## config.mk

```make
export PLATFORM = sky130hd
export DESIGN_NAME = iox_exec
export DESIGN_NICKNAME = d
export VERILOG_FILES = /design/src/hw/iox_pkg.sv /design/src/hw/iox_regsel.sv /design/src/hw/iox_exec.sv
export SDC_FILE = /design/constraint.sdc
export NUM_CORES = 1
export LEC_CHECK = 0
export ABC_CLOCK_PERIOD_IN_PS = 4500
export BUFFER_PORTS_ARGS = -buffer_cell sky130_fd_sc_hd__buf_2
export CAP_MARGIN = 20
export CORE_ASPECT_RATIO = 0.6
export CORE_MARGIN = 1
export CORE_UTILIZATION = 25
export CTS_BUF_LIST = sky130_fd_sc_hd__clkbuf_2
export CTS_CLUSTER_SIZE = 30
export DETAILED_ROUTE_END_ITERATION = 6
export GPL_TIMING_DRIVEN = 0
export PLACE_DENSITY_LB_ADDON = 0.08
export SLEW_MARGIN = 20
export SYNTH_ARGS = -nofsm -noshare
export SYNTH_HDL_FRONTEND = slang
export SYNTH_SLANG_ARGS = --single-unit
```

## constraint.sdc

```tcl
create_clock -name SYS_CLK -period 4.5 [get_ports SYS_CLK]
set_input_delay 0.225 -clock SYS_CLK [delete_from_list [all_inputs] [get_ports SYS_CLK]]
set_output_delay 0.225 -clock SYS_CLK [all_outputs]
set_load 0.02 [all_outputs]
```

## src/hw/iox_pkg.sv

```systemverilog
// Constants shared by the port I/O execution unit.
// Assumes one clock; one clock state of the processor equals one clock here.
package iox_pkg;
    localparam int          IOX_SYS_CLK_MHZ = 100;
    // Clock states per machine cycle for block input
    localparam logic [2:0]  IOX_BI_M1_T     = 3'h4;
    localparam logic [2:0]  IOX_BI_M2_T     = 3'h5;
    localparam logic [2:0]  IOX_BI_M3_T     = 3'h3;
    localparam logic [2:0]  IOX_BI_M4_T     = 3'h4;
    localparam logic [2:0]  IOX_BI_M5_T     = 3'h5;
    // Immediate-port output: 4, 3, 4
    localparam logic [2:0]  IOX_OI_M1_T     = 3'h4;
    localparam logic [2:0]  IOX_OI_M2_T     = 3'h3;
    localparam logic [2:0]  IOX_OI_M3_T     = 3'h4;
    // Register-indirect output: 4, 4, 4
    localparam logic [2:0]  IOX_OR_M_T      = 3'h4;
    localparam logic [15:0] IOX_PC_REWIND   = 16'h0002;
    // Operation codes on the command port
    localparam logic [2:0]  IOX_OP_INC_SGL  = 3'h0;
    localparam logic [2:0]  IOX_OP_INC_RPT  = 3'h1;
    localparam logic [2:0]  IOX_OP_DEC_SGL  = 3'h2;
    localparam logic [2:0]  IOX_OP_DEC_RPT  = 3'h3;
    localparam logic [2:0]  IOX_OP_OUT_IMM  = 3'h4;
    localparam logic [2:0]  IOX_OP_OUT_REG  = 3'h5;
    // Register field codes
    localparam logic [2:0]  IOX_R_B         = 3'h0;
    localparam logic [2:0]  IOX_R_C         = 3'h1;
    localparam logic [2:0]  IOX_R_D         = 3'h2;
    localparam logic [2:0]  IOX_R_E         = 3'h3;
    localparam logic [2:0]  IOX_R_H         = 3'h4;
    localparam logic [2:0]  IOX_R_L         = 3'h5;
    localparam logic [2:0]  IOX_R_A         = 3'h7;
    // Flag bit positions
    localparam int          IOX_F_C         = 0;
    localparam int          IOX_F_N         = 1;
    localparam int          IOX_F_Z         = 6;
endpackage : iox_pkg

```

## src/hw/iox_regsel.sv

```systemverilog
// Register-field selector for the register-indirect output.
// Assumes register values are stable while the field is sampled.
`timescale 1ns/100ps
`default_nettype none
module iox_regsel
    import iox_pkg::*;
(
    // Clock and reset
    input  wire logic       clk,
    input  wire logic       rst_n,
    // Field and register file
    input  wire logic [2:0] sel,
    input  wire logic [7:0] reg_b,
    input  wire logic [7:0] reg_c,
    input  wire logic [7:0] reg_d,
    input  wire logic [7:0] reg_e,
    input  wire logic [7:0] reg_h,
    input  wire logic [7:0] reg_l,
    input  wire logic [7:0] reg_a,
    // Registered result
    output logic      [7:0] data_out
);
    logic [7:0] pick;
    always_comb begin
        unique case (sel)
            IOX_R_B: pick = reg_b;
            IOX_R_C: pick = reg_c;
            IOX_R_D: pick = reg_d;
            IOX_R_E: pick = reg_e;
            IOX_R_H: pick = reg_h;
            IOX_R_L: pick = reg_l;
            IOX_R_A: pick = reg_a;
            default: pick = 8'h00;                 // 110 is not a register
        endcase
    end
    always_ff @(posedge clk or negedge rst_n) begin
        if (!rst_n) begin
            data_out <= 8'h00;
        end else begin
            data_out <= pick;
        end
    end
endmodule : iox_regsel
`default_nettype wire

```

## src/hw/iox_exec.sv

```systemverilog
// Execution unit for port input block transfers and direct output.
// Assumes memory and ports answer within the documented clock states.
// Function
// - Port C low, count B high address
// - Write captured byte to pointer address
// - Incrementing single: count down, pointer up
// - Decrementing single: count and pointer down
// - Single block input takes 16 states
// - Zero when count reaches zero, subtract set
// - Repeat increment: pointer up, count down
// - Repeat decrement: pointer and count down
// - Repeat ends at zero, else rewind PC
// - Interrupts and one 5-state refresh between bytes
// - Count zero at start moves 256 bytes
// - Continuing iteration 21 states, last 16
// - Immediate output: operand low, accumulator high
// - Indirect output: C low, B high
// - Decode register field B..L, A
// - Read port byte before memory write
`timescale 1ns/100ps
`default_nettype none
module iox_exec
    import iox_pkg::*;
(
    // Clock and reset
    input  wire logic        SYS_CLK,
    input  wire logic        RST_N,
    // Command
    input  wire logic        START,
    input  wire logic [2:0]  OP,
    input  wire logic [2:0]  REG_SEL,
    input  wire logic [7:0]  IMM,
    output logic             BUSY,
    output logic             DONE,
    // Register file in
    input  wire logic [7:0]  REG_A,
    input  wire logic [7:0]  REG_B,
    input  wire logic [7:0]  REG_C,
    input  wire logic [7:0]  REG_D,
    input  wire logic [7:0]  REG_E,
    input  wire logic [7:0]  REG_H,
    input  wire logic [7:0]  REG_L,
    input  wire logic [7:0]  FLAGS_IN,
    input  wire logic [15:0] PC_IN,
    input  wire logic        INT_PEND,
    // Register file out
    output logic [7:0]       COUNT_OUT,
    output logic [15:0]      POINTER_PAIR_OUT,
    output logic [7:0]       FLAGS_OUT,
    output logic [15:0]      PC_OUT,
    output logic             INT_TAKE,
    // Bus
    output logic [15:0]      ADDR,
    output logic [7:0]       DOUT,
    input  wire logic [7:0]  DIN,
    output logic             IO_RD,
    output logic             IO_WR,
    output logic             MEM_WR,
    output logic             REFRESH
);
    typedef enum {S_IDLE, S_FETCH, S_PIN, S_MWR, S_UPD, S_RFSH, S_OOP, S_OWR} iox_st_t;

    // Bus strobes live in the state, so every bus output leaves a flop
    typedef struct packed {
        iox_st_t     st;
        logic [2:0]  tcnt;
        logic [2:0]  op;
        logic [7:0]  port;
        logic [7:0]  cnt;
        logic [15:0] ptr;
        logic [7:0]  hold;
        logic [7:0]  flags;
        logic [15:0] pc;
        logic [15:0] addr;
        logic [7:0]  dout;
        logic        io_rd;
        logic        io_wr;
        logic        mem_wr;
        logic        rfsh;
        logic        done;
        logic        int_take;
    } iox_state_t;

    iox_state_t s_r;
    iox_state_t s_nxt;
    logic [7:0] sel_data;
    logic [7:0] din_q1_r;
    logic [7:0] din_q2_r;

    // Port data arrives from off-chip logic
    // Two flops cost latency; the port byte must settle early in the read cycle
    always_ff @(posedge SYS_CLK or negedge RST_N) begin
        if (!RST_N) begin
            din_q1_r <= 8'h00;
            din_q2_r <= 8'h00;
        end else begin
            din_q1_r <= DIN;
            din_q2_r <= din_q1_r;
        end
    end

    // Registered select keeps the output-data path short
    iox_regsel u_regsel (
        .clk      (SYS_CLK),
        .rst_n    (RST_N),
        .sel      (REG_SEL),
        .reg_b    (REG_B),
        .reg_c    (REG_C),
        .reg_d    (REG_D),
        .reg_e    (REG_E),
        .reg_h    (REG_H),
        .reg_l    (REG_L),
        .reg_a    (REG_A),
        .data_out (sel_data)
    );

    function automatic logic is_repeat(input logic [2:0] op);
        is_repeat = (op == IOX_OP_INC_RPT) || (op == IOX_OP_DEC_RPT);
    endfunction : is_repeat

    function automatic logic is_dec(input logic [2:0] op);
        is_dec = (op == IOX_OP_DEC_SGL) || (op == IOX_OP_DEC_RPT);
    endfunction : is_dec

    logic       last_t;
    logic [7:0] cnt_dec;
    always_comb begin
        s_nxt          = s_r;
        s_nxt.done     = 1'b0;
        s_nxt.int_take = 1'b0;
        s_nxt.tcnt     = s_r.tcnt + 3'h1;
        last_t         = 1'b0;
        cnt_dec        = s_r.cnt - 8'h01;     // 0 wraps to ff: 256 bytes
        unique case (s_r.st)
            S_IDLE: begin
                // B, C, H, L, flags and PC are latched here; A, IMM and the selected register are read later, in S_OOP
                s_nxt.tcnt = 3'h0;
                if (START) begin
                    s_nxt.st    = S_FETCH;
                    s_nxt.tcnt  = 3'h1;
                    s_nxt.op    = OP;
                    s_nxt.port  = REG_C;
                    s_nxt.cnt   = REG_B;
                    s_nxt.ptr   = {REG_H, REG_L};
                    s_nxt.flags = FLAGS_IN;
                    s_nxt.pc    = PC_IN;
                end
            end
            S_FETCH: begin
                // First machine cycle: opcode fetch timing, 4 states for all
                if (s_r.tcnt == IOX_BI_M1_T) begin
                    s_nxt.tcnt = 3'h1;
                    if (s_r.op == IOX_OP_OUT_IMM || s_r.op == IOX_OP_OUT_REG) begin
                        s_nxt.st = S_OOP;
                    end else begin
                        s_nxt.st    = S_PIN;
                        s_nxt.addr  = {s_r.cnt, s_r.port};
                        s_nxt.io_rd = 1'b1;
                    end
                end
            end
            S_PIN: begin
                // Byte taken on the last read state, two flops behind the pin
                if (s_r.tcnt == IOX_BI_M2_T) begin
                    s_nxt.hold   = din_q2_r;
                    s_nxt.io_rd  = 1'b0;
                    s_nxt.st     = S_MWR;
                    s_nxt.tcnt   = 3'h1;
                    s_nxt.addr   = s_r.ptr;
                    s_nxt.dout   = din_q2_r;
                    s_nxt.mem_wr = 1'b1;
                end
            end
            S_MWR: begin
                if (s_r.tcnt == IOX_BI_M3_T) begin
                    s_nxt.mem_wr = 1'b0;
                    s_nxt.st     = S_UPD;
                    s_nxt.tcnt   = 3'h1;
                end
            end
            S_UPD: begin
                if (s_r.tcnt == IOX_BI_M4_T) begin
                    s_nxt.cnt = cnt_dec;
                    s_nxt.ptr = is_dec(s_r.op) ? s_r.ptr - 16'h0001 : s_r.ptr + 16'h0001;
                    s_nxt.flags[IOX_F_Z] = (cnt_dec == 8'h00);
                    s_nxt.flags[IOX_F_N] = 1'b1;
                    s_nxt.tcnt = 3'h1;
                    // Testing after the decrement lets an interrupt resume the reissued op
                    if (is_repeat(s_r.op) && cnt_dec != 8'h00) begin
                        s_nxt.pc   = s_r.pc - IOX_PC_REWIND;
                        s_nxt.st   = S_RFSH;
                        s_nxt.rfsh = 1'b1;
                    end else begin
                        last_t     = 1'b1;
                    end
                end
            end
            S_RFSH: begin
                if (s_r.tcnt == IOX_BI_M5_T) begin
                    s_nxt.rfsh     = 1'b0;
                    s_nxt.int_take = INT_PEND;
                    last_t         = 1'b1;
                end
            end
            S_OOP: begin
                // Accumulator and operand are read late, at the address phase
                if (s_r.op == IOX_OP_OUT_IMM && s_r.tcnt == IOX_OI_M2_T) begin
                    s_nxt.addr  = {REG_A, IMM};
                    s_nxt.dout  = REG_A;
                    s_nxt.io_wr = 1'b1;
                    s_nxt.st    = S_OWR;
                    s_nxt.tcnt  = 3'h1;
                end else if (s_r.op == IOX_OP_OUT_REG && s_r.tcnt == IOX_OR_M_T) begin
                    s_nxt.addr  = {s_r.cnt, s_r.port};
                    s_nxt.dout  = sel_data;
                    s_nxt.io_wr = 1'b1;
                    s_nxt.st    = S_OWR;
                    s_nxt.tcnt  = 3'h1;
                end
            end
            S_OWR: begin
                // both end on a 4-state write cycle
                if (s_r.tcnt == IOX_OI_M3_T) begin
                    s_nxt.io_wr = 1'b0;
                    last_t      = 1'b1;
                end
            end
            default: s_nxt.st = S_IDLE;
        endcase
        if (last_t) begin
            s_nxt.st   = S_IDLE;
            s_nxt.done = 1'b1;
            s_nxt.tcnt = 3'h0;
        end
    end

    always_ff @(posedge SYS_CLK or negedge RST_N) begin
        if (!RST_N) begin
            s_r <= '{st: S_IDLE, default: '0};
        end else begin
            s_r <= s_nxt;
        end
    end

    // Every output but BUSY is a state flop
    assign BUSY             = (s_r.st != S_IDLE);
    assign DONE             = s_r.done;
    assign COUNT_OUT        = s_r.cnt;
    assign POINTER_PAIR_OUT = s_r.ptr;
    assign FLAGS_OUT        = s_r.flags;
    assign PC_OUT           = s_r.pc;
    assign INT_TAKE         = s_r.int_take;
    assign ADDR             = s_r.addr;
    assign DOUT             = s_r.dout;
    assign IO_RD            = s_r.io_rd;
    assign IO_WR            = s_r.io_wr;
    assign MEM_WR           = s_r.mem_wr;
    assign REFRESH          = s_r.rfsh;

    // Cycle counter from start to done, for timing checks
    // Counts only while busy, so on the DONE cycle it holds the full op length
    logic [4:0] run_r;
    always_ff @(posedge SYS_CLK or negedge RST_N) begin
        if (!RST_N) begin
            run_r <= 5'h00;
        end else if (s_r.st == S_IDLE) begin
            run_r <= 5'h00;
        end else begin
            run_r <= run_r + 5'h01;
        end
    end

    // Bus shape of block input
    AST_RDADDR: assert property (@(posedge SYS_CLK) disable iff (!RST_N)
        $rose(IO_RD) |-> ADDR == {COUNT_OUT, s_r.port})
        else $error("port read address wrong");
    AST_MWR: assert property (@(posedge SYS_CLK) disable iff (!RST_N)
        $rose(MEM_WR) |-> ADDR == POINTER_PAIR_OUT && $past(IO_RD) && DOUT == s_r.hold)
        else $error("memory write wrong");

    // Register updates at the end of each byte
    AST_INCS: assert property (@(posedge SYS_CLK) disable iff (!RST_N)
        (s_r.st == S_UPD && s_r.tcnt == IOX_BI_M4_T && !is_dec(s_r.op)) |=>
        COUNT_OUT == $past(COUNT_OUT) - 8'h01 && POINTER_PAIR_OUT == $past(POINTER_PAIR_OUT) + 16'h0001)
        else $error("increment step wrong");
    AST_DECS: assert property (@(posedge SYS_CLK) disable iff (!RST_N)
        (s_r.st == S_UPD && s_r.tcnt == IOX_BI_M4_T && is_dec(s_r.op)) |=>
        COUNT_OUT == $past(COUNT_OUT) - 8'h01 && POINTER_PAIR_OUT == $past(POINTER_PAIR_OUT) - 16'h0001)
        else $error("decrement step wrong");
    AST_FLAG: assert property (@(posedge SYS_CLK) disable iff (!RST_N)
        (s_r.st == S_UPD && s_r.tcnt == IOX_BI_M4_T) |=> FLAGS_OUT[IOX_F_N]
        && FLAGS_OUT[IOX_F_Z] == (COUNT_OUT == 8'h00) && FLAGS_OUT[IOX_F_C] == $past(FLAGS_OUT[IOX_F_C]))
        else $error("flags wrong");

    // Repeat control, refresh and interrupt window
    AST_REWIND: assert property (@(posedge SYS_CLK) disable iff (!RST_N)
        $rose(REFRESH) |-> PC_OUT == $past(PC_OUT) - IOX_PC_REWIND && COUNT_OUT != 8'h00)
        else $error("rewind wrong");
    AST_RPTEND: assert property (@(posedge SYS_CLK) disable iff (!RST_N)
        (DONE && is_repeat(s_r.op) && !$past(REFRESH)) |-> COUNT_OUT == 8'h00 && FLAGS_OUT[IOX_F_Z])
        else $error("repeat ended early");
    AST_RFSH: assert property (@(posedge SYS_CLK) disable iff (!RST_N)
        $rose(REFRESH) |-> REFRESH [*5] ##1 !REFRESH)
        else $error("refresh length wrong");
    AST_INTTK: assert property (@(posedge SYS_CLK) disable iff (!RST_N)
        INT_TAKE |-> $past(REFRESH) && $past(INT_PEND))
        else $error("interrupt taken outside gap");

    // Clock-state counts, checked on the cycle that DONE stands
    AST_SGL16: assert property (@(posedge SYS_CLK) disable iff (!RST_N)
        (DONE && !is_repeat(s_r.op) && !$past(IO_WR)) |-> run_r == 5'd16)
        else $error("single not 16");
    AST_RPT21: assert property (@(posedge SYS_CLK) disable iff (!RST_N)
        (DONE && $past(REFRESH)) |-> run_r == 5'd21)
        else $error("repeat not 21");
    AST_RPT16: assert property (@(posedge SYS_CLK) disable iff (!RST_N)
        (DONE && is_repeat(s_r.op) && !$past(REFRESH)) |-> run_r == 5'd16)
        else $error("last repeat not 16");
    AST_OUT11: assert property (@(posedge SYS_CLK) disable iff (!RST_N)
        (DONE && $past(IO_WR) && s_r.op == IOX_OP_OUT_IMM) |-> run_r == 5'd11)
        else $error("out not 11");
    AST_OUT12: assert property (@(posedge SYS_CLK) disable iff (!RST_N)
        (DONE && $past(IO_WR) && s_r.op == IOX_OP_OUT_REG) |-> run_r == 5'd12)
        else $error("out not 12");

    // Port output address and data
    AST_IMMOUT: assert property (@(posedge SYS_CLK) disable iff (!RST_N)
        $rose(IO_WR) && s_r.op == IOX_OP_OUT_IMM |-> ADDR == {$past(REG_A), $past(IMM)} && DOUT == $past(REG_A))
        else $error("immediate output wrong");
    AST_REGOUT: assert property (@(posedge SYS_CLK) disable iff (!RST_N)
        $rose(IO_WR) && s_r.op == IOX_OP_OUT_REG |-> ADDR == {COUNT_OUT, s_r.port})
        else $error("indirect output address wrong");

    COV_RPT: cover property (@(posedge SYS_CLK) disable iff (!RST_N) $rose(REFRESH));
    COV_OUTI: cover property (@(posedge SYS_CLK) disable iff (!RST_N) IO_WR && s_r.op == IOX_OP_OUT_IMM);
    COV_OUTR: cover property (@(posedge SYS_CLK) disable iff (!RST_N) IO_WR && s_r.op == IOX_OP_OUT_REG);
    COV_Z: cover property (@(posedge SYS_CLK) disable iff (!RST_N) DONE && FLAGS_OUT[IOX_F_Z]);
    COV_INT: cover property (@(posedge SYS_CLK) disable iff (!RST_N) INT_TAKE);
endmodule : iox_exec
`default_nettype wire

```

# Yosys cells after proc, flatten, opt, wreduce, memory -nomap -nowiden
# Cells that the tools add are included.
# word_totals
ff_bits	148
latch_bits	0
ramBits	0
romBits	0
input_bits	106
out_inout_bits	79
word_cells	146
mem_count	0
# op_classes
addsub	5
mul	0
div	0
n_lt_le_gt_ge	0
n_eq_ne	39
shifts	0
muxes	53
bitwise	0
n_reduce_logical	29
# ops
cell	n
$mux 35	7
$pmux 32 s7	1
$eq 32x3->1 const B	4
$mux 16	5
$mux 24	3
$mux 70	1
$eq 32x2->1 const B	2
$pmux 8 s7	1
$pmux 16 s3	1
$pmux 24 s2	1
$eq 32x1->1 const B	1
$logic_not 32->1	1
$mux 32	1
$pmux 16 s2	1
$reduce_bool 32->1	1
$mux 25	1
$mux 23	1
$eq 3x3->1 const B	7
$ne 3x3->1 const B	7
$mux 1	19
$ne 2x2->1 const B	9
$pmux 3 s6	1
$add 16x1->16 const B	1
$pmux 8 s2	1
24 further kinds	48

# Logic depth before layout (Yosys ltp)
# Gate-level depths: netlist (run 1).
# depth
ltp_word	8
ltp_mapped	11
depth_no_buf	8

# Hierarchy
# From an unflattened synthesis (run 1), not the netlist that was laid out.
# hier_totals
hier_cells	831
hier_area_um2	7453.4
# by_module_without_submodules
mod	instances	cells_each	area_per_inst_um2	seq_area_each_um2
iox_exec	1	771	6762.7	2777.7
iox_regsel	1	60	690.7	200.2

# Least setup slack after synthesis (run 1)
# OpenSTA, ideal clock, no wires.
# synth_path
kind	reg-to-reg
startpoint	reg s_r[96] (netlist name)
endpoint	reg s_r, in the netlist POINTER_PAIR_OUT[13]
setup_ps	82
arrival_time_ps	2825
required_ps	4418
slack_ps	1593
path_stages_with_launch	9
n_path_buf	0
synth_period_minus_slack_ps	2907
path_cell_list	dfrtp_1 nor2b_1 ha_1 a21oi_1 o211ai_1 a31o_2 a21oi_1 mux2_2 o22ai_1
# synth_between
elab_chain_cells	5
elab_cells_between_ends	6
classes_between	eq/ne (2); mux (3); reduce/logical (1)
# synth_lines
item	line	rtl
start: declaration	iox_exec.sv:84	iox_state_t s_r;
start signal: assignment	iox_exec.sv:241	s_r <= s_nxt;
$eq 3x2->1	iox_exec.sv:122	is_dec = (op == IOX_OP_DEC_SGL) || (op == IOX_OP_DEC_RPT);
$logic_or 1x1->1 *	iox_exec.sv:122	
$mux 16 *	iox_exec.sv:184	s_nxt.ptr = is_dec(s_r.op) ? s_r.ptr - 16'h0001 : s_r.ptr + 16'h0001;
$mux 24 *	iox_exec.sv:182	if (s_r.tcnt == IOX_BI_M4_T) begin
$pmux 24 s2 *	iox_exec.sv:134	unique case (s_r.st)
# Every way passes the cells marked *; elsewhere a longest branch is shown, timed or not. The select of a mux whose other input is x is not followed.
# A chain may end at the register's enable or synchronous reset.

# Worst setup path in the final report (run 1)
# layout_path
startpoint	reg s_r[99] (netlist name)
endpoint	reg s_r, in the netlist DOUT[7]
# layout_between
elab_chain_cells	4
elab_cells_between_ends	10
classes_between	eq/ne (5); mux (2); reduce/logical (3)
# layout_lines
item	line
$eq 3x2->1 or $eq 3x3->1 (tied branches)	iox_exec.sv:207, iox_exec.sv:213
$logic_and 1x1->1, on equally long branches	iox_exec.sv:207, iox_exec.sv:213
$ne 3x3->1 (no line) or $mux 24 (tied branches)	-
$reduce_and 3->1 (no line) or $pmux 8 s2 (tied branches)	-
# Parallel ways exist; a longest one is shown, timed or not.

==> results.md, run 1 <==
Yosys:
- The number of nets handed over by synthesis was 960.
- Summing the areas of all xor and xnor instances in the mapped netlist gives 1.30% of the synthesized area.
- The synthesized netlist devotes 3.98% of its cell area to adder and majority cells.
- After synthesis, the netlist uses 64 different library cells.
- Summing every instance area after synthesis gives 7420 µm².
- The number of warning messages in the yosys log is 0.
- The synthesized netlist devotes 22.2% of its cell area to compound gates.
- Synthesis inferred 119 register bits.
- The number of enable flip-flop cells after synthesis is 0.
- The part of the Yosys area used for sequential elements is 40.1%.
- Of all flip-flops after synthesis, the portion carrying an async set or reset was 100%.
- The average cell area after synthesis is 8.93 µm².
- Of the post-synthesis cell area, the part taken by muxes is 7.35%.
- Summing the areas of all and, or, nand and nor instances in the mapped netlist gives 14.3% of the synthesized area.
- The primary flip-flop cell chosen by synthesis mapping is dfrtp_1.
- The synthesized netlist cell count is 831.
- By area, the combinational part of the netlist is dominated by compound AO/OA/AOI/OAI gates.

Die:
- The row count is 48.
- The initial utilization of the core area, before any placement, comes to 25.6%.
- The die boundary width is 224 µm.
- In this run the vertical extent of the chip is 135 µm.
- Pin placement for this block handled 185 I/O pins.
- The core region is 28,900 µm².
- The die covers 30,400 µm².

Global routing:
- For this run, the total global-route usage over all layers was measured as 21.3%.
- Summed over all layers, the global routing overflow is 0.
- The first global-routing pass estimated 46.9 mm of wire.
- The via count of the first global-routing pass was 7,271.
- The number of antenna violations at the first check in global routing is 1.
- The maximum number of pins on one net before global-route repair is 83.

Power:
- In this run switching power makes up 48.8% of total power.
- The portion of total power attributed to the clock network is 12.0%.
- The combinational cell fraction of total power is 59.4%.
- The power dissipated by switching net loads is 3.27 mW.
- The total internal power is 3.43 mW.
- For this design the static power due to leakage is 4.71 nW.
- The peak supply drop is 0.212 mV.
- The portion of total power attributed to sequential cells is 28.5%.
- Dividing total power by cell area gives a power density of 649 nW/µm².

STA:
- For the pin with the worst max-slew slack, the measured transition is 1020 ps.
- The final count of negative-setup-slack endpoints is 0.
- The minimum period implied by the final worst setup slack is 3390 ps.
- The clock arrives with 45.9 ps of skew.
- The maximum clock frequency is 295 MHz.
- Setup repair after global routing left no endpoint under its margin.
- Measured against its own limit, the worst slew margin works out to 31.5%.
- The final hold violation count is 0.
- The ratio of final minimum period to clock period is 75.4%.
- The summed negative setup slack over all endpoints is 0 ps.
- The final count of pins violating max slew is 0.

Clocking:
- The setup fix buffers added after clock tree synthesis is 0.
- The buffer levels on the longest clock path is 2.
- The number of clock sinks is 119.
- In this run, post-CTS repair resized a total of 0 instances.
- The root cell of the clock tree is clkbuf_2.
- Clock tree synthesis inserted a total of 17 buffers.
- Clock-pin slew was measured on the worst setup and hold paths at 190 ps.
- The clock latency reported for the late side of the worst-skew pair is 820 ps.
- The H-tree was split into 4 levels.
- The TritonCTS clock tree is yes.
- For this design, the CTS-stage hold fixing added 116 buffers.

Status:
- The flow ran to the end, but the final reports show violations.
- The checks that failed: design-rule violations.

Placement:
- The count of port buffers added during placement is 182.
- After detailed placement, the total cell area comes to 8890 µm².
- At the end of routability-driven placement, the weighted congestion stood at 0.871.
- After legalization and detailed placement, the total HPWL measured 24.5 mm.

Routing:
- After the first detailed-routing iteration, the DRC count stood at 693.
- Dividing the detail-routed via count by the number of cells gives 4.87.
- Summed over all nets, wire length on met3 after detailed routing comes to 1.83 mm.
- The wire length on met1 is 16.8 mm.
- The average wire per standard cell is 20.4 µm.
- The number of nets with antenna violations after routing is 0.
- For this block, the routed nets add up to 31.9 mm of wire.
- Signal routing reaches up to met4.
- The routed layout has 7,612 vias.
- The first-pass detailed-route iteration total is 7.
- The amount of wire on met2 after detailed routing is 12.8 mm.
- In the routed design, unresolved DRC markers number 1.

Hold path:
- The worst hold path was traced through 6 stages.
- The endpoint of the worst hold path is s_r[97].
- The startpoint identified for the worst hold timing path is START.
- The worst hold path class is primary input to register.

Worst setup path:
- The critical register-to-register path startpoint is s_r[99].
- The slack of the worst reg-to-reg path is 1110 ps.
- The critical path startpoint category is a register.
- The maximum fanout along the worst path is 10.
- The worst setup path is captured at a register.
- The end of the worst register-to-register path is DOUT[7].
- The worst setup path is of the register to register kind.
- The required arrival time at the worst endpoint is 5200 ps.
- The arrival time of data at the critical path endpoint is 4100 ps.
- The number of cells on the worst reg-to-reg path is 9.

Finish:
- The final cell area excluding filler cells is 10,300 µm².
- The area growth from synthesis to layout is 39.0%.
- The fraction of layout instances using a drive strength above 1 is 28.5%.
- For this run, the post-layout net count is 1,279.

Job:
- The tool flagged a number of max-cap violations equal to 0.
critical path, cell delays in order, from the launching register on:
cell	delay, ps
dfrtp_1	430
clkbuf_1	240
inv_1	110
ha_1	310
nor4bb_1	570
clkbuf_1	310
clkbuf_1	560
mux2i_1	390
o21ai_0	110
mux2_2	270
state kept, by name, indices dropped and copies added, names as in the netlist, 8 cells and up:
| signal | cells |
|---|---|
| COUNT_OUT | 8 |
| u_regsel.data_out | 8 |
| ADDR | 16 |
| din_q1_r | 8 |
| din_q2_r | 8 |
| s_r | 17 |
| POINTER_PAIR_OUT | 16 |
| FLAGS_OUT | 8 |
| PC_OUT | 16 |
| DOUT | 8 |
area by class of cell:
class	count	area, µm²
buffer	121	733
clock buffer	19	95.1
multi-input combinational	573	3650
clock inverter	13	156
antenna	1	2.50
inverter	18	67.6
timing repair buffer	300	2140
fill	3134	18600
sequential	119	2980
tap	400	500
power by group through the flow:
stage	Clock, mW	Combinational [mW]	Sequential (mW)
floorplan	0	2.75	1.74
global placement	0	3.84	1.94
detailed placement	0	3.86	1.93
CTS	0.831	3.96	1.91
global route	0.878	4.37	1.97
finish	0.806	3.98	1.91
through the flow:
step / instances / setup WS (ps) / utilization (%) / power (mW) / hold slack [ps]
2_1_floorplan: 831 / 1590 / - / 4.50 / -70.6
3_3_place_gp: 1413 / 451 / 30.5 / 5.78 / 335
3_5_place_dp: 1415 / 1130 / 30.7 / 5.79 / 136
4_1_cts: 1563 / 1120 / 35.6 / 6.71 / 57.7
5_1_grt: 1564 / 855 / 35.6 / 7.21 / 79.3
6_report: 1564 / 1110 / 35.6 / 6.70 / 167
cells in the final DEF (no fill, tap or decap), types with 22 or more instances in the layout:
cell type      netlist  routed
buf_2                1     182
dfrtp_1            119     119
dlygate4sd3_1        0     115
o21ai_0             79      79
nand2_1             78      78
buf_4               72      72
nor2_1              65      65
a21oi_1             55      55
clkbuf_1            43      43
mux2_2              30      30
ha_1                22      22
how the worst max path moves through the flow:
stage / start / to / cells after the start
floorplan: s_r[96] / POINTER_PAIR_OUT[13] / 8
detailed placement: s_r[99] / DOUT[7] / 9
CTS: s_r[99] / DOUT[7] / 9
finish: s_r[99] / DOUT[7] / 9
global route: s_r[99] / DOUT[7] / 9
global placement: s_r[96] / POINTER_PAIR_OUT[13] / 8
synth_stat cells (3+ instances only):
cell | count | share of area [%]
a211o_1 | 3 | 0.35
a211oi_1 | 4 | 0.40
a21boi_0 | 4 | 0.40
a21o_1 | 5 | 0.51
a21oi_1 | 55 | 3.7
a221oi_1 | 3 | 0.35
a22o_1 | 11 | 1.3
a22oi_1 | 16 | 1.6
a31oi_1 | 17 | 1.4
and2_1 | 8 | 0.67
and3_1 | 7 | 0.59
buf_1 | 4 | 0.20
buf_4 | 72 | 7.3
clkbuf_1 | 43 | 2.2
dfrtp_1 | 119 | 40
ha_1 | 22 | 3.7
inv_1 | 18 | 0.91
mux2_2 | 30 | 4.6
mux2i_1 | 14 | 1.9
mux4_2 | 3 | 0.91
nand2_1 | 78 | 3.9
nand2b_1 | 6 | 0.51
nand3_1 | 19 | 1.3
nor2_1 | 65 | 3.3
nor2b_1 | 8 | 0.67
nor3_1 | 16 | 1.1
nor3b_1 | 3 | 0.30
nor4_1 | 5 | 0.42
o211ai_1 | 3 | 0.30
o21a_1 | 4 | 0.40
o21ai_0 | 79 | 5.3
o21ai_1 | 3 | 0.20
o221ai_1 | 14 | 1.7
o22a_1 | 3 | 0.35
o22ai_1 | 19 | 1.6
or3_1 | 3 | 0.25
xnor2_1 | 8 | 0.94
xor2_1 | 3 | 0.35
layer usage:
layer | GRT usage, % | up-vias
met1 | 33.7 | 3732
met3 | 3.80 | 29
li1 | - | 3574
met2 | 28.8 | 277
met5 | 0 | -
met4 | 5.82 | 0
cell families after synthesis:
logic type               after synthesis
AO/OA/AOI/OAI                        262
buffers and inverters                139
adder cells (fa/ha/maj)               23
XOR/XNOR                              11
AND/OR/NAND/NOR                      230
flip-flops                           119
multiplexers                          47
No activity file was read; power rests on OpenSTA's default activity.
==> run 2, diff against run 1 <==
Settings changed: ABC_AREA from default to 1, ABC_CLOCK_PERIOD_IN_PS 4500 to 3400.
Clock period 4.5 ns to 3.4 ns, I/O delays scaled along.
==> results.md, run 2 <==
Power:
- The peak supply drop is 0.312 mV (+47%).
- The total power density per cell area came to 882 nW/µm² (+36%).
- The leakage component of the power is 5.24 nW (+11%).

Finish:
- The register with the highest flop count is s_r.
- The number of nets in the final layout is 1,445 (+13%).
- Relative to the synthesized area, the layout overhead comes to 41.6%.
- The count of fill cells added during filler insertion was 3,157 (+0.73%).
- The fraction of layout instances using a drive strength above 1 is 27.6% (-0.93 points).
- The post-route core utilization is 36.5% (+0.89 points).
- The commonest non-fill, non-tap cell in the layout is nand2_1.
- The top cell types in the final layout, fill and taps aside, are nand2_1, buf_2, dlygate4sd3_1.
- The number of flip-flops under the largest register name was 17 (unchanged).

Clocking:
- The buffer levels on the longest clock path is 2 (unchanged).
- The number of clock sinks is 119 (unchanged).
- The register clock-pin slew on the reported worst setup and hold paths is 210 ps (+20 ps).
- The setup fix buffers added after clock tree synthesis is 0 (unchanged).
- The tree is rooted in a clkbuf_2.
- The clock latency reported for the late side of the worst-skew pair came to 800 ps (-20 ps).
- The TritonCTS clock tree is yes.
- The CTS buffer count is 17 (unchanged).
- The H-tree level count was 4 (unchanged).

Worst setup path:
- The maximum fanout along the worst path is 10 (unchanged).
- The critical path goes through inv_2, nand2_1, nor2_1, inv_2, nor2_2, clkbuf_1, nand2_1, dlygate4sd3_1, o21ai_0, dlygate4sd3_1.
- Broken down by cell family, the worst path's largest delay share belongs to buffers and inverters.
- The number of buffers and inverters on the critical path is 5 (+1).
- The required arrival time at the worst endpoint is 4130 ps (-1070 ps).
- The slack of the worst reg-to-reg path is 480 ps (-620 ps).
- The cell with the biggest individual delay on the critical path is dlygate4sd3_1.
- The maximum single-stage delay on the critical path is 560 ps (about the same).
- The critical path capture point type is a register.
- The arrival time of data at the critical path endpoint came to 3650 ps (-450 ps).
- The critical path startpoint category is a register.
- The end of the worst register-to-register path is s_r[96].
- The number of cells on the worst reg-to-reg path came to 10 (+1).
- The startpoint identified for the worst register-to-register timing path is s_r[101].
- The critical path is of the register to register type.

STA:
- The minimum period implied by the final worst setup slack is 2920 ps (-476 ps).
- The final count of negative-setup-slack endpoints is 0 (unchanged).
- The final hold violation count was 0 (unchanged).
- The largest clock skew in the final design is 39.5 ps (-6.33 ps).
- The relative max-transition margin is 44.4% (+13 points).
- The ratio of final minimum period to clock period is 85.8% (+10 points).
- The maximum clock frequency is 343 MHz (+16%).
- The final worst slack is 483 ps (-624 ps).
- Setup repair after global routing left no endpoint under its margin.
- The summed negative setup slack over all endpoints is 0 ps (unchanged).
- The final count of pins violating max slew is 0 (unchanged).
- The slew at the pin with the worst max-slew slack is 827 ps (-194 ps).

Routing:
- The number of nets with antenna violations after routing was 0 (unchanged).
- The average wire per standard cell is 18.0 µm (-12%).
- The number of violations reported at the end of detailed-routing iteration 0 came to 561 (-19%).
- The first-pass detailed-route iteration total is 5 (-2).
- The remaining routing DRC violations came to 0 (-1).
- The via density per instance is 4.54 (-6.6%).
- The number of vias in the routed layout was 7,860 (+3.3%).
- The wire length after detailed routing was 31.1 mm (-2.6%).

Placement:
- The setup slack after placement is 978 ps (-148 ps).
- The detailed placement HPWL is 24.3 mm (-0.89%).
- The final weighted congestion of routability-driven global placement is 0.954 (+9.6%).
- The count of port buffers added during placement was 184 (+1.1%).

Global routing:
- The via count of the first global-routing pass is 7,791 (+7.2%).
- The maximum number of pins on one net before global-route repair was 85 (+2.4%).
- The wire length of the first global-routing pass came to 47.2 mm (+0.81%).
- The total congestion overflow after global routing came to 0 (unchanged).
- The number of antenna violations at the first check in global routing is 1 (unchanged).
- The overall global routing resource usage is 21.0% (-0.32 points).

Yosys:
- The primary flip-flop cell chosen by synthesis mapping is dfrtp_1.
- The share of flip-flops with an asynchronous set or reset after synthesis is 100% (unchanged).
- The synthesized netlist cell count is 981 (+18%).
- Counting instances in the post-synthesis netlist gives the leading cell types as nand2_1, dfrtp_1, o21ai_0.
- The flip-flop and latch count after synthesis is 119 (unchanged).
- dfrtp_1 takes more of the synthesized area than any other cell.
- The proportion of netlist area held by the largest area contributor is 39.6% (-0.49 points).
- The number of warning messages in the yosys log came to 0 (unchanged).
- The cell area after synthesis is 7510 µm² (+1.2%).
- Ranked by total cell area, the synthesized netlist is headed by dfrtp_1, nand2_1, buf_4, o21ai_0, a21oi_1.
- The number of enable flip-flop cells after synthesis is 0 (unchanged).
- The average cell area after synthesis is 7.66 µm² (-14%).
- The number of library cell types mapped by synthesis is 44 (-31%).
- nand2_1 is the most common cell in the netlist.
- The part of the Yosys area used for sequential elements is 39.6% (-0.49 points).
- The net count after synthesis is 1,110 (+16%).

Job:
- The number of max-cap violations is 0 (unchanged).

Die:
- The row count came to 48 (unchanged).
- The die outline height came to 136 µm (+0.61%).
- The number of top-level design ports is 185 (unchanged).
- The area inside the core boundary is 29,100 µm² (+0.62%).
- The full die area was 30,800 µm² (+1.2%).
- The initial cell density of the core is 25.8% (+0.15 points).
- The die boundary width was 226 µm (+0.61%).

Status:
- The run finished with clean final reports.

Hold path:
- In this run the most critical hold path is launched from FLAGS_IN[7].
- The number of cells traversed by the worst hold path came to 4 (-2).
- The worst hold path class is primary input to register.
- The endpoint of the worst hold path is FLAGS_OUT[7].
[run 2: cell types whose count changed after synthesis, sizes merged, moves of 18 or more]
cell,previous run,this run
nor2,66,84
inv,18,94
nand2,78,244
clkbuf,43,13
mux2,30,0
nand3,19,39
o21ai,82,104
a21oi,55,76
[run 2: report_power, final]
part / switching, mW / leakage (nW) / internal (mW)
Combinational: 3.44 / 3.65 / 2.18
Sequential: 0.555 / 1.41 / 1.95
Clock: 0.629 / 0.181 / 0.628
[run 2: cell type report]
cell class	count	area, µm²	share of cell area [%]
clock inverter	14	230	2.16
tap	400	500	4.70
buffer	104	726	6.82
timing repair buffer	316	2280	21.4
inverter	94	358	3.36
clock buffer	18	90.1	0.847
sequential	119	2980	28.0
antenna	1	2.50	0.0235
multi-input combinational	664	3480	32.7
[run 2: worst register-to-register path, cell delays in order (launching register included)]
cell	delay, ps
dfrtp_1	510
inv_2	110
nand2_1	110
nor2_1	170
inv_2	80
nor2_2	220
clkbuf_1	390
nand2_1	90
dlygate4sd3_1	560
o21ai_0	70
dlygate4sd3_1	560
[run 2: metrics by stage]
step | power [mW] | cell area [µm²] | instances | hold WS [ps]
floorplan | 6.23 | 7510 | 981 | -126
global placement | 7.96 | 8940 | 1565 | 280
detailed placement | 7.97 | 9010 | 1567 | 78.1
CTS | 9.41 | 10600 | 1729 | 0.278
global route | 10.2 | 10600 | 1730 | 17.1
finish | 9.38 | 10600 | 1730 | 115
[run 2: metal layers]
metal	vias up	GRT usage [%]	part of all wire (%)
met5	-	0	0
met4	0	5.86	1.8
met3	32	4.63	5.0
met2	225	31.1	43
met1	3738	30.4	50
li1	3865	-	-
[run 2: worst max-delay path by stage]
stage	startpoint	to	slack, ps	cells past startpoint
5_1_grt	s_r[101]	s_r[88]	240	10
3_3_place_gp	s_r[95]	POINTER_PAIR_OUT[11]	180	11
3_5_place_dp	s_r[97]	DOUT[6]	980	9
6_report	s_r[101]	s_r[96]	480	10
2_1_floorplan	s_r[96]	POINTER_PAIR_OUT[12]	1050	10
4_1_cts	s_r[101]	s_r[88]	530	10
[run 2: kinds of logic (layout without fill, tap and decap cells)]
family | Yosys count | in the layout | synth area share (%)
AOI/OAI and AO/OA | 236 | 236 | 18.3
xor gates and xnor gates | 10 | 10 | 1.17
adders and majority gates | 23 | 23 | 3.93
buffers and inverters | 198 | 546 | 14.4
DFF | 119 | 119 | 39.6
other | 0 | 1 | 0
and+or+nand+nor | 395 | 395 | 22.6
[run 2: repair_timing]
| action | CTS | global route |
|---|---|---|
| setup endpoints to repair | 0 | 0 |
| hold buffers | 130 | 0 |
| endpoints found under the hold margin | 223 | 0 |
| resized for setup | 0 | 0 |
==> run 3, diff against run 2 <==
Settings changed: MAX_ROUTING_LAYER from default to met4.
==> results.md, run 3 (synthesis results as in run 2) <==
Die:
- The area inside the core boundary was 29,100 µm² (unchanged).
- The row count was 48 (unchanged).
- The die outline height is 136 µm (unchanged).
- The initial cell density of the core is 25.8% (unchanged).
- The full die area is 30,800 µm² (unchanged).
- The die boundary width was 226 µm (unchanged).
- The number of top-level design ports was 185 (unchanged).

Routing:
- The number of nets with antenna violations after routing is 0 (unchanged).
- The first-pass detailed-route iteration total came to 5 (unchanged).
- The average wire per standard cell is 18.0 µm (about the same).
- The number of violations reported at the end of detailed-routing iteration 0 is 473 (-16%).
- The number of vias in the routed layout is 7,888 (+0.36%).
- The remaining routing DRC violations was 0 (unchanged).
- The wire length after detailed routing is 31.0 mm (about the same).
- The via density per instance was 4.56 (+0.41%).

Hold path:
- The number of cells traversed by the worst hold path is 4 (unchanged).
- The worst hold path class is primary input to register.
- The endpoint of the worst hold path is FLAGS_OUT[4].
- The startpoint of the worst hold path is FLAGS_IN[4].

Worst setup path:
- The cell with the biggest individual delay on the critical path is dlygate4sd3_1.
- The slack of the worst reg-to-reg path is 500 ps (about the same).
- In this run the critical register-to-register path is captured at s_r[88].
- The worst setup path is of the register to register kind.
- The maximum single-stage delay on the critical path is 570 ps (about the same).
- The arrival time of data at the critical path endpoint is 3630 ps (-20 ps).
- The startpoint identified for the worst register-to-register timing path is s_r[101].
- The critical path goes through inv_2, nand2_1, nor2_1, inv_2, nor2_2, clkbuf_1, nand2_1, dlygate4sd3_1, o21ai_0, dlygate4sd3_1.
- The critical path startpoint category is a register.
- The number of cells on the worst reg-to-reg path is 10 (unchanged).
- The required arrival time at the worst endpoint came to 4120 ps (about the same).
- The maximum fanout along the worst path is 10 (unchanged).
- The critical path capture point type is a register.

STA:
- The minimum period implied by the final worst setup slack came to 2900 ps (-12.4 ps).
- The final hold violation count was 0 (unchanged).
- The summed negative setup slack over all endpoints is 0 ps (unchanged).
- The slew at the pin with the worst max-slew slack was 824 ps (-2.92 ps).
- The final count of negative-setup-slack endpoints came to 0 (unchanged).
- The largest clock skew in the final design is 40.1 ps (+0.548 ps).
- The maximum clock frequency is 344 MHz (+0.43%).
- The final count of pins violating max slew is 0 (unchanged).
- The relative max-transition margin is 44.6% (+0.20 points).
- Setup repair after global routing left no endpoint under its margin.
- The ratio of final minimum period to clock period is 85.4% (-0.37 points).

Global routing:
- The wire length of the first global-routing pass was 46.7 mm (-1.1%).
- The overall global routing resource usage is 21.5% (+0.51 points).
- The total congestion overflow after global routing is 0 (unchanged).
- The via count of the first global-routing pass is 7,612 (-2.3%).
- The number of antenna violations at the first check in global routing is 1 (unchanged).
- The maximum number of pins on one net before global-route repair is 75 (-12%).

Power:
- The peak supply drop is 0.284 mV (-9.0%).
- The total power density per cell area is 877 nW/µm² (-0.55%).
- The leakage component of the power is 5.23 nW (-0.21%).

Placement:
- The count of port buffers added during placement is 184 (unchanged).
- The detailed placement HPWL is 24.2 mm (about the same).
- The final weighted congestion of routability-driven global placement was 0.941 (-1.4%).
- The cell count after placement is 1,567 (unchanged).

Clocking:
- The buffer levels on the longest clock path is 2 (unchanged).
- The setup fix buffers added after clock tree synthesis was 0 (unchanged).
- TritonCTS built the clock tree.
- The H-tree level count is 4 (unchanged).
- The number of clock sinks is 119 (unchanged).
- The CTS buffer count is 17 (unchanged).
- The cts-stage hold buffer count came to 130 (unchanged).
- The clock latency reported for the late side of the worst-skew pair is 790 ps (about the same).
- The register clock-pin slew on the reported worst setup and hold paths is 180 ps (-30 ps).
- The root cell of the clock tree is clkbuf_2.
- The number of instances resized during post-cts repair is 0 (unchanged).

Finish:
- The filler-free cell count of the finished design is 1,729 (-0.058%).
- The number of nets in the final layout came to 1,445 (unchanged).
- Relative to the synthesized area, the layout overhead comes to 41.1%.
- The number of flip-flops under the largest register name is 17 (unchanged).
- The top cell types in the final layout, fill and taps aside, are nand2_1, buf_2, dlygate4sd3_1.
- Leaving out fill and tap cells, the most frequent cell in the layout is nand2_1.
- The register with the highest flop count is s_r.
- The fraction of layout instances using a drive strength above 1 is 27.5% (-0.13 points).

Status:
- The flow ran to the end, and the final reports show no timing, DRC or antenna violations.

Job:
- The number of max-cap violations came to 0 (unchanged).
-- run 3: changes by cell type in the layout (fill, tap and decap cells not counted) --
cell | before | now
bufinv_16 | 6 | 5
clkinv_4 | 3 | 0
clkinvlp_4 | 1 | 0
clkinv_2 | 1 | 4
clkinv_1 | 3 | 4
buf_16 | 1 | 2
buf_12 | 3 | 2
-- run 3: where the power goes --
| part | total [mW] | internal, mW | switching [mW] |
|---|---|---|---|
| sequential | 2.51 | 1.95 | 0.553 |
| combinational | 5.64 | 2.19 | 3.46 |
| clock | 1.15 | 0.542 | 0.605 |
-- run 3: area by class of cell --
cell class              instances  area [µm²]
fillers                      3167       18500
multi-input cells             664        3480
flip-flops and latches        119        2980
repair buffers                316        2290
plain buffers                 104         726
well taps                     400         500
inverters                      94         358
clock inverters                13         185
clock buffers                  18        90.1
diodes                          1        2.50
-- run 3: layer usage --
metal  vias up  share of wire [%]  track usage (%)
met5         -                  0                -
met1      3760                 50             30.7
met3        37                5.6             4.02
li1       3853                  -                -
met4         0                1.7             5.29
met2       238                 43             31.0
-- run 3: worst max path at each step --
stage                     slack, ps  cells after the start              endpoint    startpoint
final                           500                     10               s_r[88]      s_r[101]
after global routing            220                     10               s_r[96]      s_r[101]
after CTS                       500                     10               s_r[88]      s_r[101]
after detailed placement        980                     16             PC_OUT[9]  COUNT_OUT[0]
after global placement          170                     11  POINTER_PAIR_OUT[11]       s_r[95]
after floorplan                1050                     10  POINTER_PAIR_OUT[12]       s_r[96]
-- run 3: worst max-delay path, delay by kind of cell, from the launching register on --
kind,cells,cell delay [ps]
flops,1,500
compound gates,1,70
simple gates,4,570
buf+inv,5,1710
-- run 3: stage by stage --
stage	utilization [%]	worst slack [ps]	power (mW)	hold slack, ps	cell area, µm²
2_1_floorplan	-	1050	6.23	-126	7510
3_3_place_gp	30.7	169	7.97	280	8940
3_5_place_dp	30.9	976	7.99	206	9010
4_1_cts	36.4	500	9.34	5.74	10600
5_1_grt	36.4	218	10.1	25.5	10600
6_report	36.4	495	9.30	129	10600
